**src/rtl/mphp_pkg.sv**
```systemverilog
// Shared constants of the modem parallel host port
`default_nettype none
package mphp_pkg;
    // Register indices on the three index lines
    localparam logic [2:0] MPHP_IDX_DATA = 3'h0;
    localparam logic [2:0] MPHP_IDX_IRQ_EN = 3'h1;
    localparam logic [2:0] MPHP_IDX_IRQ_ID = 3'h2;
    localparam logic [2:0] MPHP_IDX_LINE_CTRL = 3'h3;
    localparam logic [2:0] MPHP_IDX_MODEM_CTRL = 3'h4;
    localparam logic [2:0] MPHP_IDX_LINE_STAT = 3'h5;
    localparam logic [2:0] MPHP_IDX_MODEM_STAT = 3'h6;
    localparam logic [2:0] MPHP_IDX_SCRATCH = 3'h7;
    // Interrupt source positions, shared by enable and pending vectors
    localparam int MPHP_SRC_RX_DATA = 0;
    localparam int MPHP_SRC_THR_EMPTY = 1;
    localparam int MPHP_SRC_RX_ERR = 2;
    localparam int MPHP_SRC_MODEM = 3;
    // Line status bit positions
    localparam int MPHP_LSR_DATA_READY = 0;
    localparam int MPHP_LSR_RX_ERR = 1;
    localparam int MPHP_LSR_THR_EMPTY = 5;
    // Interrupt identification codes
    localparam logic [7:0] MPHP_ID_NONE = 8'h01;
    localparam logic [7:0] MPHP_ID_RX_ERR = 8'h06;
    localparam logic [7:0] MPHP_ID_RX_DATA = 8'h04;
    localparam logic [7:0] MPHP_ID_THR_EMPTY = 8'h02;
    localparam logic [7:0] MPHP_ID_MODEM = 8'h00;
    // Reset values
    localparam logic [7:0] MPHP_RST_BYTE = 8'h00;
    localparam logic [3:0] MPHP_RST_IRQ_EN = 4'h0;
    localparam logic MPHP_RST_THR_EMPTY = 1'b1;
    // Settling time after reset release
    localparam int unsigned MPHP_CLK_HZ = 125_000_000;
    localparam int unsigned MPHP_SETTLE_MS = 25;
    localparam int unsigned MPHP_SETTLE_CYC = MPHP_SETTLE_MS * (MPHP_CLK_HZ / 1000);
    // Readiness states
    typedef enum logic [1:0] {
        MPHP_ST_SETTLE = 2'b01,
        MPHP_ST_READY = 2'b10
    } mphp_state_e;
endpackage
`default_nettype wire

```
**src/rtl/mphp_access_if.sv**
```systemverilog
// Decoded host access carrier between decoder and register core
`default_nettype none
interface mphp_access_if;
    logic wr_pulse;
    logic rd_pulse;
    logic rd_active;
    logic [2:0] index;
    logic [7:0] wdata;
    modport dec (output wr_pulse, output rd_pulse, output rd_active, output index, output wdata);
    modport core (input wr_pulse, input rd_pulse, input rd_active, input index, input wdata);
endinterface
`default_nettype wire

```
**src/rtl/mphp_bus_decode.sv**
```systemverilog
// Host strobe decoder: turns chip select and strobes into access pulses
`default_nettype none
module mphp_bus_decode (
    input wire logic clk_sys_i,
    input wire logic rst_i,
    input wire logic host_select_n_i,
    input wire logic host_write_strobe_n_i,
    input wire logic host_read_strobe_n_i,
    input wire logic [2:0] host_reg_index_i,
    input wire logic [7:0] host_data_bus_i,
    input wire logic ready_i,
    mphp_access_if.dec acc
);
    logic wr_act;
    logic rd_act;
    logic wr_prev_r;
    logic rd_prev_r;

    // Strobes count only under chip select; both strobes at once is ignored
    assign wr_act = ready_i & ~host_select_n_i & ~host_write_strobe_n_i & host_read_strobe_n_i;
    assign rd_act = ready_i & ~host_select_n_i & ~host_read_strobe_n_i & host_write_strobe_n_i;

    // One pulse at the leading edge, so a long strobe acts only once
    assign acc.wr_pulse = wr_act & ~wr_prev_r;
    assign acc.rd_pulse = rd_act & ~rd_prev_r;
    assign acc.rd_active = rd_act;
    assign acc.index = host_reg_index_i;
    assign acc.wdata = host_data_bus_i;

    // Previous strobe levels for edge detection
    always_ff @(posedge clk_sys_i or posedge rst_i) begin
        if (rst_i) begin
            wr_prev_r <= 1'b0;
            rd_prev_r <= 1'b0;
        end else begin
            wr_prev_r <= wr_act;
            rd_prev_r <= rd_act;
        end
    end
endmodule
`default_nettype wire

```
**src/rtl/mphp_host_port.sv**
```systemverilog
// Modem parallel host port: register core, interrupt and settle timer
`default_nettype none
module mphp_host_port
    import mphp_pkg::*;
#(
    parameter int unsigned SETTLE_CYCLES = MPHP_SETTLE_CYC
) (
    input wire logic clk_sys_i,
    input wire logic rst_i,
    input wire logic host_select_n_i,
    input wire logic host_write_strobe_n_i,
    input wire logic host_read_strobe_n_i,
    input wire logic [2:0] host_reg_index_i,
    input wire logic [7:0] host_data_bus_i,
    output logic [7:0] host_data_bus_o,
    output logic host_data_bus_oe_o,
    output logic host_irq_o,
    input wire logic rx_valid_i,
    input wire logic [7:0] rx_data_i,
    input wire logic rx_error_i,
    input wire logic tx_done_i,
    input wire logic [3:0] modem_status_i,
    output logic [7:0] tx_data_o,
    output logic tx_load_o,
    output logic [7:0] line_ctrl_o,
    output logic [7:0] modem_ctrl_o,
    output logic port_ready_o
);
    mphp_access_if acc ();
    mphp_state_e state_r;
    mphp_state_e state_nxt;
    logic [31:0] settle_cnt_r;
    logic settle_done;
    logic [3:0] irq_en_r;
    logic [7:0] rx_data_r;
    logic [7:0] scratch_r;
    logic data_ready_r;
    logic rx_err_r;
    logic thr_empty_r;
    logic thr_irq_r;
    logic [3:0] modem_prev_r;
    logic [3:0] modem_delta_r;
    logic [3:0] pending;
    logic [3:0] active;
    logic [7:0] irq_id;
    logic [7:0] line_stat;
    logic [7:0] rd_value;
    logic wr_data;
    logic rd_data;
    logic rd_id;
    logic rd_lsr;
    logic rd_msr;
    logic data_ready_nxt;
    logic rx_err_nxt;
    logic thr_empty_nxt;
    logic thr_irq_nxt;
    logic [3:0] modem_delta_nxt;

    mphp_bus_decode u_decode (
        .clk_sys_i(clk_sys_i),
        .rst_i(rst_i),
        .host_select_n_i(host_select_n_i),
        .host_write_strobe_n_i(host_write_strobe_n_i),
        .host_read_strobe_n_i(host_read_strobe_n_i),
        .host_reg_index_i(host_reg_index_i),
        .host_data_bus_i(host_data_bus_i),
        .ready_i(port_ready_o),
        .acc(acc)
    );

    // Settle timer; a parameter so simulation can shorten 25 ms
    assign settle_done = (settle_cnt_r == 32'(SETTLE_CYCLES - 1));
    always_comb begin
        case (state_r)
            MPHP_ST_SETTLE: state_nxt = settle_done ? MPHP_ST_READY : MPHP_ST_SETTLE;
            MPHP_ST_READY: state_nxt = MPHP_ST_READY;
            default: state_nxt = MPHP_ST_SETTLE;
        endcase
    end

    always_ff @(posedge clk_sys_i or posedge rst_i) begin
        if (rst_i) begin
            state_r <= MPHP_ST_SETTLE;
            settle_cnt_r <= 32'h0000_0000;
            port_ready_o <= 1'b0;
        end else begin
            state_r <= state_nxt;
            settle_cnt_r <= (state_r == MPHP_ST_SETTLE) ? settle_cnt_r + 32'h0000_0001 : settle_cnt_r;
            port_ready_o <= (state_nxt == MPHP_ST_READY);
        end
    end

    // Access decodes per register index
    assign wr_data = acc.wr_pulse & (acc.index == MPHP_IDX_DATA);
    assign rd_data = acc.rd_pulse & (acc.index == MPHP_IDX_DATA);
    assign rd_id = acc.rd_pulse & (acc.index == MPHP_IDX_IRQ_ID);
    assign rd_lsr = acc.rd_pulse & (acc.index == MPHP_IDX_LINE_STAT);
    assign rd_msr = acc.rd_pulse & (acc.index == MPHP_IDX_MODEM_STAT);

    // Pending sources gated by the enable register
    assign pending[MPHP_SRC_RX_DATA] = data_ready_r;
    assign pending[MPHP_SRC_THR_EMPTY] = thr_irq_r;
    assign pending[MPHP_SRC_RX_ERR] = rx_err_r;
    assign pending[MPHP_SRC_MODEM] = |modem_delta_r;
    assign active = pending & irq_en_r;

    // Identification by priority: error, data, transmit, modem
    assign irq_id = active[MPHP_SRC_RX_ERR] ? MPHP_ID_RX_ERR :
                    active[MPHP_SRC_RX_DATA] ? MPHP_ID_RX_DATA :
                    active[MPHP_SRC_THR_EMPTY] ? MPHP_ID_THR_EMPTY :
                    active[MPHP_SRC_MODEM] ? MPHP_ID_MODEM : MPHP_ID_NONE;

    assign line_stat = (8'(thr_empty_r) << MPHP_LSR_THR_EMPTY) | (8'(rx_err_r) << MPHP_LSR_RX_ERR) |
                       (8'(data_ready_r) << MPHP_LSR_DATA_READY);

    // Read mux over the eight registers
    assign rd_value = (acc.index == MPHP_IDX_DATA) ? rx_data_r :
                      (acc.index == MPHP_IDX_IRQ_EN) ? {4'h0, irq_en_r} :
                      (acc.index == MPHP_IDX_IRQ_ID) ? irq_id :
                      (acc.index == MPHP_IDX_LINE_CTRL) ? line_ctrl_o :
                      (acc.index == MPHP_IDX_MODEM_CTRL) ? modem_ctrl_o :
                      (acc.index == MPHP_IDX_LINE_STAT) ? line_stat :
                      (acc.index == MPHP_IDX_MODEM_STAT) ? {modem_prev_r, modem_delta_r} : scratch_r;

    // Service clears; a new event in the same cycle wins over the clear
    assign data_ready_nxt = rx_valid_i | (data_ready_r & ~rd_data);
    assign rx_err_nxt = (rx_valid_i & rx_error_i) | (rx_err_r & ~rd_lsr);
    assign thr_empty_nxt = tx_done_i | (thr_empty_r & ~wr_data);
    assign thr_irq_nxt = tx_done_i | (thr_irq_r & ~wr_data & ~(rd_id & (irq_id == MPHP_ID_THR_EMPTY)));
    assign modem_delta_nxt = (modem_status_i ^ modem_prev_r) | (modem_delta_r & ~{4{rd_msr}});

    // Flags and status sampling
    always_ff @(posedge clk_sys_i or posedge rst_i) begin
        if (rst_i) begin
            data_ready_r <= 1'b0;
            rx_err_r <= 1'b0;
            thr_empty_r <= MPHP_RST_THR_EMPTY;
            thr_irq_r <= 1'b0;
            modem_delta_r <= 4'h0;
            modem_prev_r <= 4'h0;
            rx_data_r <= MPHP_RST_BYTE;
        end else begin
            data_ready_r <= data_ready_nxt;
            rx_err_r <= rx_err_nxt;
            thr_empty_r <= thr_empty_nxt;
            thr_irq_r <= thr_irq_nxt;
            modem_delta_r <= modem_delta_nxt;
            modem_prev_r <= modem_status_i;
            rx_data_r <= rx_valid_i ? rx_data_i : rx_data_r;
        end
    end

    // Host writable registers
    always_ff @(posedge clk_sys_i or posedge rst_i) begin
        if (rst_i) begin
            irq_en_r <= MPHP_RST_IRQ_EN;
            line_ctrl_o <= MPHP_RST_BYTE;
            modem_ctrl_o <= MPHP_RST_BYTE;
            scratch_r <= MPHP_RST_BYTE;
            tx_data_o <= MPHP_RST_BYTE;
            tx_load_o <= 1'b0;
        end else begin
            irq_en_r <= (acc.wr_pulse && acc.index == MPHP_IDX_IRQ_EN) ? acc.wdata[3:0] : irq_en_r;
            line_ctrl_o <= (acc.wr_pulse && acc.index == MPHP_IDX_LINE_CTRL) ? acc.wdata : line_ctrl_o;
            modem_ctrl_o <= (acc.wr_pulse && acc.index == MPHP_IDX_MODEM_CTRL) ? acc.wdata : modem_ctrl_o;
            scratch_r <= (acc.wr_pulse && acc.index == MPHP_IDX_SCRATCH) ? acc.wdata : scratch_r;
            tx_data_o <= wr_data ? acc.wdata : tx_data_o;
            tx_load_o <= wr_data;
        end
    end

    // Bus drive and interrupt output; data is latched at strobe start
    // so that the read's own clear does not alter the byte mid-strobe
    always_ff @(posedge clk_sys_i or posedge rst_i) begin
        if (rst_i) begin
            host_data_bus_o <= MPHP_RST_BYTE;
            host_data_bus_oe_o <= 1'b0;
            host_irq_o <= 1'b0;
        end else begin
            host_data_bus_o <= acc.rd_pulse ? rd_value : host_data_bus_o;
            host_data_bus_oe_o <= acc.rd_active;
            host_irq_o <= |active;
        end
    end
endmodule
`default_nettype wire

```
**config.mk**
```make
export PLATFORM = sky130hd
export DESIGN_NAME = mphp_host_port
export DESIGN_NICKNAME = d
export VERILOG_FILES = /design/src/rtl/mphp_pkg.sv /design/src/rtl/mphp_access_if.sv /design/src/rtl/mphp_bus_decode.sv /design/src/rtl/mphp_host_port.sv
export SDC_FILE = /design/constraint.sdc
export NUM_CORES = 1
export LEC_CHECK = 0
export BUFFER_PORTS_ARGS = -buffer_cell sky130_fd_sc_hd__buf_2
export CORE_MARGIN = 2
export CORE_UTILIZATION = 46
export CTS_CLUSTER_DIAMETER = 200
export DETAILED_ROUTE_END_ITERATION = 6
export PLACE_DENSITY = 0.69
export SYNTH_ARGS = -nofsm -noshare
export SYNTH_HDL_FRONTEND = slang
export SYNTH_SLANG_ARGS = --single-unit
```
**constraint.sdc**
```tcl
create_clock -name clk_sys_i -period 3.3 [get_ports clk_sys_i]
set_input_delay 0.66 -clock clk_sys_i [delete_from_list [all_inputs] [get_ports clk_sys_i]]
set_output_delay 0.66 -clock clk_sys_i [all_outputs]
set_load 0.01 [all_outputs]
```
==> reports/summary.log, run 1 <==
qor: status.result_of_the_run finished clean
qor: yosys.number_of_synthesized_flops_with_an_enable_pin 0
qor: sta.final.setup_skew 0.01204 ns
qor: place.place_congestion 0.7978
qor: final_layout.multi_input_comb_area 1971 µm²
qor: grt.overflow 0
qor: clock_tree.post_cts_buffers 0
qor: yosys.ff_latch_count_synth 103
qor: die.die_area 10,950 µm²
qor: place.pre_cts_slack 0.7825 ns
qor: drt.wl 9791 µm
qor: final_layout.most-common-layout-cells 101 x sky130_fd_sc_hd__dfrtp_1, 66 x sky130_fd_sc_hd__buf_2, 39 x sky130_fd_sc_hd__nand2_1
qor: sta.final.setup.tns 0 ns
qor: sta.slew_headroom 43.49%
qor: sta.setup_viol_count_final 0
qor: yosys.synth_sequential_area_ratio 55.39%
qor: clock_tree.cts_buffer_depth 2
qor: sta.hold_viol_final 0
qor: clock_tree.clk_transition_reported_paths 0.09 ns
qor: yosys.synthSimpleGateAreaFrac 14.96%
qor: place.detailed_place_hpwl 7100 µm
qor: drt.route.layer.met1.wl 4308 µm
qor: place.placement.io_buffers 66
qor: yosys.synth_compound_area_share 6.688%
qor: drt.met2RoutedLength 4826 µm
qor: yosys.synth-main-ff-cell sky130_fd_sc_hd__dfrtp_1
qor: final_layout.most_common_library_cell_in_the_layout_ignoring_fill_and_taps sky130_fd_sc_hd__dfrtp_1
qor: sta.timing.final.max_slew_violations 0
qor: grt.via_count_of_the_first_global_routing_pass 3,161
qor: yosys.synth.distinct_cells 53
qor: yosys.yosysWarningCount 0
qor: sta.final_critical_path_setup_slack 1.154 ns
qor: die.core.rowCount 36
qor: setup_path.reg2reg_setup_slack 1.20 ns
qor: yosys.synth_top_family_by_area simple AND/OR/NAND/NOR gates
qor: place.placed_area 5129 µm²
qor: setup_path.critical_path_peak_fanout 38
qor: setup_path.critical_path_arrival 2.40 ns
qor: yosys.synth-xor-area-share 6.769%
qor: final_layout.postLayoutCoreUtil 54.20%
qor: yosys.mappedNetlistNets 422
qor: setup_path.r2r.worst_path.cells 6
qor: power.power.leakage 2.641 nW
qor: setup_path.critPathKind input pin to flop
qor: yosys.synthesis.area 4658 µm²
qor: grt.grt_use_total 18.72%
qor: clock_tree.hold_buffers 0
qor: die.die_w 104.6 µm
qor: grt.grt_first_pass_wirelength 16,090 µm
qor: die.floorplan.core_area 9819 µm²
qor: setup_path.critPathLaunchType input pin
qor: drt.met3RoutedLength 524 µm
qor: yosys.yosys-mux-area-fraction 13.08%
qor: drt.iter_0_drt_violations 121
qor: power.power.ir.vdd_worst 322.8 µV
qor: die.die_h 104.6 µm
qor: final_layout.n_fill_cell 895
qor: clock_tree.root_buffer sky130_fd_sc_hd__clkbuf_8
qor: setup_path.cp-startpoint host_reg_index_i[2]
qor: die.floorplan.initialDensity 47.44%
qor: setup_path.cp.required 3.55 ns
qor: min_path.min_path_type input pin to flop
qor: setup_path.worstSetupEndpointType flop
qor: power.power_density 405.5 nW/µm²
qor: final_layout.stdcell_area 5323 µm²
qor: clock_tree.ctsResizeCount 0
qor: clock_tree.cts_buf_count 9
qor: drt.vias_per_cell 5.442
qor: final_layout.fin_nets 486
qor: drt.antenna_left 0
qor: sta.maxClockFrequency 465.9 MHz
qor: final_layout.sequential_cell_area 2580 µm²
qor: drt.maxUsedRoutingLayer met4
qor: grt.grt_max_degree 39
qor: final_layout.final_layout_size_suffix_gt1_share 29.32%
qor: sta.timing_worst_slew_pin_value 0.8459 ns
qor: sta.rsz0062_at_grt false
qor: yosys.netlist_instances 388
qor: min_path.holdCritStartpoint modem_status_i[2]
qor: clock_tree.tritoncts_num_sinks 103
qor: yosys.yosys.area_share.adder 0.8058%
qor: die.floorplan.io_pins 67
qor: clock_tree.cts_htree_levels 3
qor: grt.antenna_found_initial 0
qor: sta.min_period 2.146 ns
qor: run.max-cap-violations 0
qor: sta.finalCritPeriodShare 65.04%
qor: clock_tree.clock_latency 0.37 ns
qor: drt.avgRoutedWirePerCell 16.59 µm
qor: drt.first_pass_iters 4
qor: clock_tree.tritoncts built
qor: final_layout.antenna_cells_inserted 0
qor: min_path.hold_path_depth 1
qor: final_layout.area_delta_synth_final 14.26%
qor: drt.detailroute.via_count 3,211
qor: yosys.syn_avg_cell_area 12.01 µm²
qor: drt.post-route-drc-count 0
qor: setup_path.reg2reg_from state_r[0]
qor: yosys.synth_async_sr_flop_share 100.0%
==> per-layer routing <==
| metal | GRT usage (%) | vias up |
|---|---|---|
| met4 | 5.619 | 0 |
| met1 | 24.50 | 1603 |
| met5 | 0 | - |
| met3 | 5.739 | 13 |
| li1 | - | 1514 |
| met2 | 30.11 | 81 |
==> power breakdown <==
part	internal [mW]	switching [mW]	leakage, nW
Combinational	0.0473	0.0755	1.19
Clock	0.336	0.417	0.0946
Sequential	1.27	0.00842	1.36
Total	1.66	0.501	2.64
==> cell usage after synthesis, types with 3 or more instances <==
| cell | instances | area, µm² |
|---|---|---|
| sky130_fd_sc_hd__mux2i_1 | 8 | 80.08 |
| sky130_fd_sc_hd__nand2_1 | 39 | 146.4 |
| sky130_fd_sc_hd__nor2_1 | 14 | 52.55 |
| sky130_fd_sc_hd__ha_1 | 3 | 37.54 |
| sky130_fd_sc_hd__a211oi_1 | 3 | 22.52 |
| sky130_fd_sc_hd__mux2_1 | 12 | 135.1 |
| sky130_fd_sc_hd__o21ai_0 | 10 | 50.05 |
| sky130_fd_sc_hd__xnor2_1 | 31 | 271.5 |
| sky130_fd_sc_hd__nor4_1 | 4 | 25.02 |
| sky130_fd_sc_hd__nor2b_1 | 5 | 31.28 |
| sky130_fd_sc_hd__a21o_1 | 4 | 30.03 |
| sky130_fd_sc_hd__a22oi_1 | 3 | 22.52 |
| sky130_fd_sc_hd__inv_1 | 8 | 30.03 |
| sky130_fd_sc_hd__dfrtp_1 | 101 | 2527 |
| sky130_fd_sc_hd__clkbuf_1 | 4 | 15.01 |
| sky130_fd_sc_hd__a21oi_1 | 9 | 45.04 |
| sky130_fd_sc_hd__a31oi_1 | 4 | 25.02 |
| sky130_fd_sc_hd__nand3_1 | 21 | 105.1 |
| sky130_fd_sc_hd__mux2_2 | 33 | 371.6 |
| sky130_fd_sc_hd__buf_2 | 11 | 55.05 |
| sky130_fd_sc_hd__xor2_1 | 5 | 43.79 |
| sky130_fd_sc_hd__nand4_1 | 12 | 75.07 |
| sky130_fd_sc_hd__nor3_1 | 3 | 15.01 |
==> layout make-up <==
cell class | count | share of cell area [%]
Sequential cell | 103 | 48.47
Multi-Input combinational cell | 261 | 37.02
Timing Repair Buffer | 69 | 7.099
Tap cell | 133 | 3.126
Clock buffer | 12 | 3.103
Inverter | 8 | 0.6347
Clock inverter | 4 | 0.5407
==> cell families after synthesis <==
group           Yosys count
compound gates           47
mux                      54
flops                   103
fa+ha+maj                 3
xor+xnor                 36
simple gates            121
buf+inv                  24
==> registers in the layout, summed over array words and instances (netlist names) <==
name,cells
rx_data_r,8
data_ready_r,1
modem_delta_r,4
modem_prev_r,4
rx_err_r,1
host_irq_o,1
irq_en_r,4
scratch_r,8
line_ctrl_o,8
modem_ctrl_o,8
port_ready_o,1
u_decode.wr_prev_r,1
state_r,2
host_data_bus_o,8
settle_cnt_r,32
thr_irq_r,1
tx_load_o,1
tx_data_o,8
u_decode.rd_prev_r,1
thr_empty_r,1
==> per-stage QoR <==
step / instances / hold WS, ns / total power [mW]
after floorplan: 388 / 0.4463 / 1.383
after global placement: 574 / 0.4621 / 1.428
after detailed placement: 574 / 0.4699 / 1.430
after CTS: 590 / 0.4036 / 2.187
after global routing: 590 / 0.3943 / 2.250
final: 590 / 0.4236 / 2.158
==> final timing paths <==
check,end
max reg2reg,settle_cnt_r[25]
max,tx_data_o[7]
min reg2reg,settle_cnt_r[31]
min,modem_prev_r[2]
max in group asynchronous,state_r[0]
min in group asynchronous,port_ready_o
==> worst max-delay path, cell delays in order <==
cell                      delay [ns]
sky130_fd_sc_hd__buf_2          0.33
sky130_fd_sc_hd__nor3_1         0.47
sky130_fd_sc_hd__nand2_1        0.46
sky130_fd_sc_hd__mux2_1         0.46
No activity file was read; power rests on OpenSTA's default activity.
==> run 2: changes to the inputs <==
--- a/config.mk
+++ b/config.mk
@@ -5,6 +5,7 @@
 export SDC_FILE = /design/constraint.sdc
 export NUM_CORES = 1
 export LEC_CHECK = 0
+export ABC_AREA = 1
 export BUFFER_PORTS_ARGS = -buffer_cell sky130_fd_sc_hd__buf_2
 export CORE_MARGIN = 2
 export CORE_UTILIZATION = 46
==> constraint.sdc (replaced) <==
create_clock -name clk_sys_i -period 1.75 [get_ports clk_sys_i]
set_input_delay 0.35 -clock clk_sys_i [delete_from_list [all_inputs] [get_ports clk_sys_i]]
set_output_delay 0.35 -clock clk_sys_i [all_outputs]
set_load 0.01 [all_outputs]
==> reports/summary.log, run 2 <==
qor: sta.final_critical_path_setup_slack 0.09490 ns
qor: clock_tree.ctsResizeCount 0
qor: sta.slew_headroom 67.32%
qor: clock_tree.root_buffer sky130_fd_sc_hd__clkbuf_8
qor: yosys.synth_async_sr_flop_share 100.0%
qor: sta.maxClockFrequency 604.2 MHz
qor: drt.first_pass_iters 5
qor: power.power.net_switching 975.5 µW
qor: clock_tree.tritoncts built
qor: yosys.synth-main-ff-cell sky130_fd_sc_hd__dfrtp_1
qor: grt.via_count_of_the_first_global_routing_pass 3,991
qor: grt.overflow 0
qor: drt.wl 11,680 µm
qor: sta.final.setup.tns 0 ns
qor: clock_tree.cts_buffer_depth 2
qor: setup_path.path_cells ha_1, buf_4, nand2_1, nor2_1, nand3_2, nor2_4, nand3_1, xnor2_1
qor: yosys.netlist_top_cells_area sky130_fd_sc_hd__dfrtp_1 51%, sky130_fd_sc_hd__nand2_1 12%, sky130_fd_sc_hd__inv_1 6.0%
qor: final_layout.post_layout_nonfiller_instances 812
qor: setup_path.critical_path_arrival 1.92 ns
qor: yosys.syn_avg_cell_area 8.492 µm²
qor: yosys.synth.largest_area_cell sky130_fd_sc_hd__dfrtp_1
qor: clock_tree.clock_latency 0.37 ns
qor: grt.antenna_found_initial 0
qor: final_layout.n_fill_cell 953
qor: power.pwr-share-comb 5.5%
qor: yosys.number_of_synthesized_flops_with_an_enable_pin 0
qor: power.netSwitchingFraction 23.09%
qor: yosys.synth_sequential_area_ratio 52.20%
qor: setup_path.worst_path_max_delay_cell sky130_fd_sc_hd__dfstp_2
qor: final_layout.regMostFlops settle_cnt_r
qor: place.post-place-cells 796
qor: yosys.synthesis.area 4942 µm²
qor: grt.grt_first_pass_wirelength 19,120 µm
qor: die.floorplan.initialDensity 47.66%
qor: die.die_h 107.7 µm
qor: place.pre_cts_slack 0.03162 ns
qor: final_layout.most_common_library_cell_in_the_layout_ignoring_fill_and_taps sky130_fd_sc_hd__nand2_1
qor: clock_tree.hold_buffers 0
qor: power.power_density 725.3 nW/µm²
qor: die.die_w 107.7 µm
qor: sta.final.setup_skew 0.01271 ns
qor: power.power.leakage 2.956 nW
qor: run.max-cap-violations 0
qor: grt.grt_use_total 21.14%
qor: die.die_area 11,590 µm²
qor: grt.grt_max_degree 65
qor: clock_tree.tritoncts_num_sinks 103
qor: setup_path.timing.critical_path.max_delay_family simple AND/OR/NAND/NOR gates
qor: yosys.yosysWarningCount 0
qor: clock_tree.cts_htree_levels 3
qor: sta.timing_worst_slew_pin_value 0.4902 ns
qor: setup_path.cp_slowest_stage_delay 0.54 ns
qor: final_layout.largest_register_ffs 32
qor: place.place_congestion 0.9150
qor: yosys.netlist_instances 582
qor: power.share_clk_of_total_power 37.5%
qor: drt.antenna_left 0
qor: power.proportion_of_power_drawn_by_flip_flops_and_latches 57.1%
qor: final_layout.area_delta_synth_final 17.87%
qor: setup_path.critPathLaunchType flop
qor: setup_path.critPathKind flop to flop
qor: final_layout.antenna_cells_inserted 0
qor: die.core.rowCount 37
qor: clock_tree.post_cts_buffers 0
qor: sta.setup_viol_count_final 0
qor: drt.iter_0_drt_violations 231
qor: place.placement.io_buffers 66
qor: drt.detailroute.via_count 4,105
qor: sta.hold_viol_final 0
qor: yosys.synth.top_cell.area_share 51.14%
qor: final_layout.most-common-layout-cells 156 x sky130_fd_sc_hd__nand2_1, 101 x sky130_fd_sc_hd__dfrtp_1, 77 x sky130_fd_sc_hd__inv_1
qor: setup_path.critPathBufInv 1
qor: min_path.min_path_type input pin to async pin
qor: final_layout.fin_nets 705
qor: clock_tree.clk_transition_reported_paths 0.10 ns
qor: power.totalPowerFinal 4.226 mW
qor: sta.finalCritPeriodShare 94.58%
qor: yosys.synth_commonest_cells 156 x sky130_fd_sc_hd__nand2_1, 101 x sky130_fd_sc_hd__dfrtp_1, 79 x sky130_fd_sc_hd__inv_1, 37 x sky130_fd_sc_hd__o21ai_0, 35 x sky130_fd_sc_hd__nor2_1
qor: drt.vias_per_cell 5.055
qor: setup_path.critical_path_peak_fanout 6
qor: power.power.ir.vdd_worst 584.2 µV
qor: clock_tree.cts_buf_count 9
qor: status.result_of_the_run finished clean
qor: drt.post-route-drc-count 0
qor: final_layout.final_layout_size_suffix_gt1_share 20.41%
qor: sta.min_period 1.655 ns
qor: power.internal_power 3.250 mW
qor: die.floorplan.io_pins 67
qor: yosys.ff_latch_count_synth 103
qor: yosys.yosys.cell_count.top_type sky130_fd_sc_hd__nand2_1
qor: place.detailed_place_hpwl 8789 µm
qor: sta.timing.final.max_slew_violations 0
qor: yosys.mappedNetlistNets 616
qor: setup_path.worstSetupEndpointType flop
qor: die.floorplan.core_area 10,370 µm²
qor: yosys.synth.distinct_cells 33
qor: setup_path.cp.required 2.01 ns
qor: drt.avgRoutedWirePerCell 14.38 µm
## run 2: logic make-up (layout without fill, tap and decap cells)
logic type / after synthesis / after routing / synth area share (%)
AOI/OAI and AO/OA: 78 / 78 / 8.431
DFF: 103 / 103 / 52.20
and+or+nand+nor: 272 / 272 / 25.14
xor gates and xnor gates: 34 / 34 / 6.025
adders and majority gates: 3 / 3 / 0.7596
buffers and inverters: 92 / 186 / 7.443
## run 2: path summary, 6_finish.rpt
check | start | to | slack [ns] | cells after the start
hold / removal | rst_i | line_ctrl_o[1] | 0.08 | 3
setup / recovery | state_r[0] | settle_cnt_r[24] | 0.09 | 8
hold reg to reg | tx_data_o[2] | tx_data_o[2] | 0.48 | 2
max in group asynchronous | rst_i | state_r[0] | 1.24 | 3
min in group clk_sys_i | modem_status_i[0] | modem_prev_r[0] | 0.12 | 1
setup reg to reg | state_r[0] | settle_cnt_r[24] | 0.09 | 8
## run 2: worst min-delay path, stage by stage
cell and delay, ns:
sky130_fd_sc_hd__buf_2 0.11, sky130_fd_sc_hd__clkinvlp_4 0.08, sky130_fd_sc_hd__buf_12 0.30
## run 2: stage by stage
step	util (%)	hold WS, ns	cell area (µm²)
global placement	53.62	0.4601	5560
global route	56.18	0.1014	5826
finish	56.18	0.07856	5826
CTS	55.72	0.07937	5778
detailed placement	53.62	0.4646	5560
floorplan	-	0.3814	4946
## run 2: cell type report
| class | count | area [µm²] | area share, % |
|---|---|---|---|
| flip-flops and latches | 103 | 2580 | 44.29 |
| repair buffers | 87 | 500.5 | 8.591 |
| clock buffers | 12 | 165.2 | 2.835 |
| clock inverters | 4 | 52.55 | 0.9021 |
| multi-input cells | 387 | 2042 | 35.05 |
| inverters | 83 | 315.3 | 5.412 |
| well taps | 136 | 170.2 | 2.921 |
## run 2: per-layer routing
metal	global-route usage (%)	vias to the layer above	wire (µm)
met2	34.41	119	5535
li1	-	2028	-
met3	4.540	23	630
met1	28.23	1935	5242
met5	0	-	0
met4	6.868	0	266
## run 2: power groups by stage
stage | sequential (mW) | combinational (mW) | clock, mW
2_1_floorplan | 2.45 | 0.126 | 0
3_3_place_gp | 2.46 | 0.226 | 0
3_5_place_dp | 2.46 | 0.231 | 0
4_1_cts | 2.41 | 0.233 | 1.63
5_1_grt | 2.41 | 0.261 | 1.72
6_report | 2.41 | 0.231 | 1.58
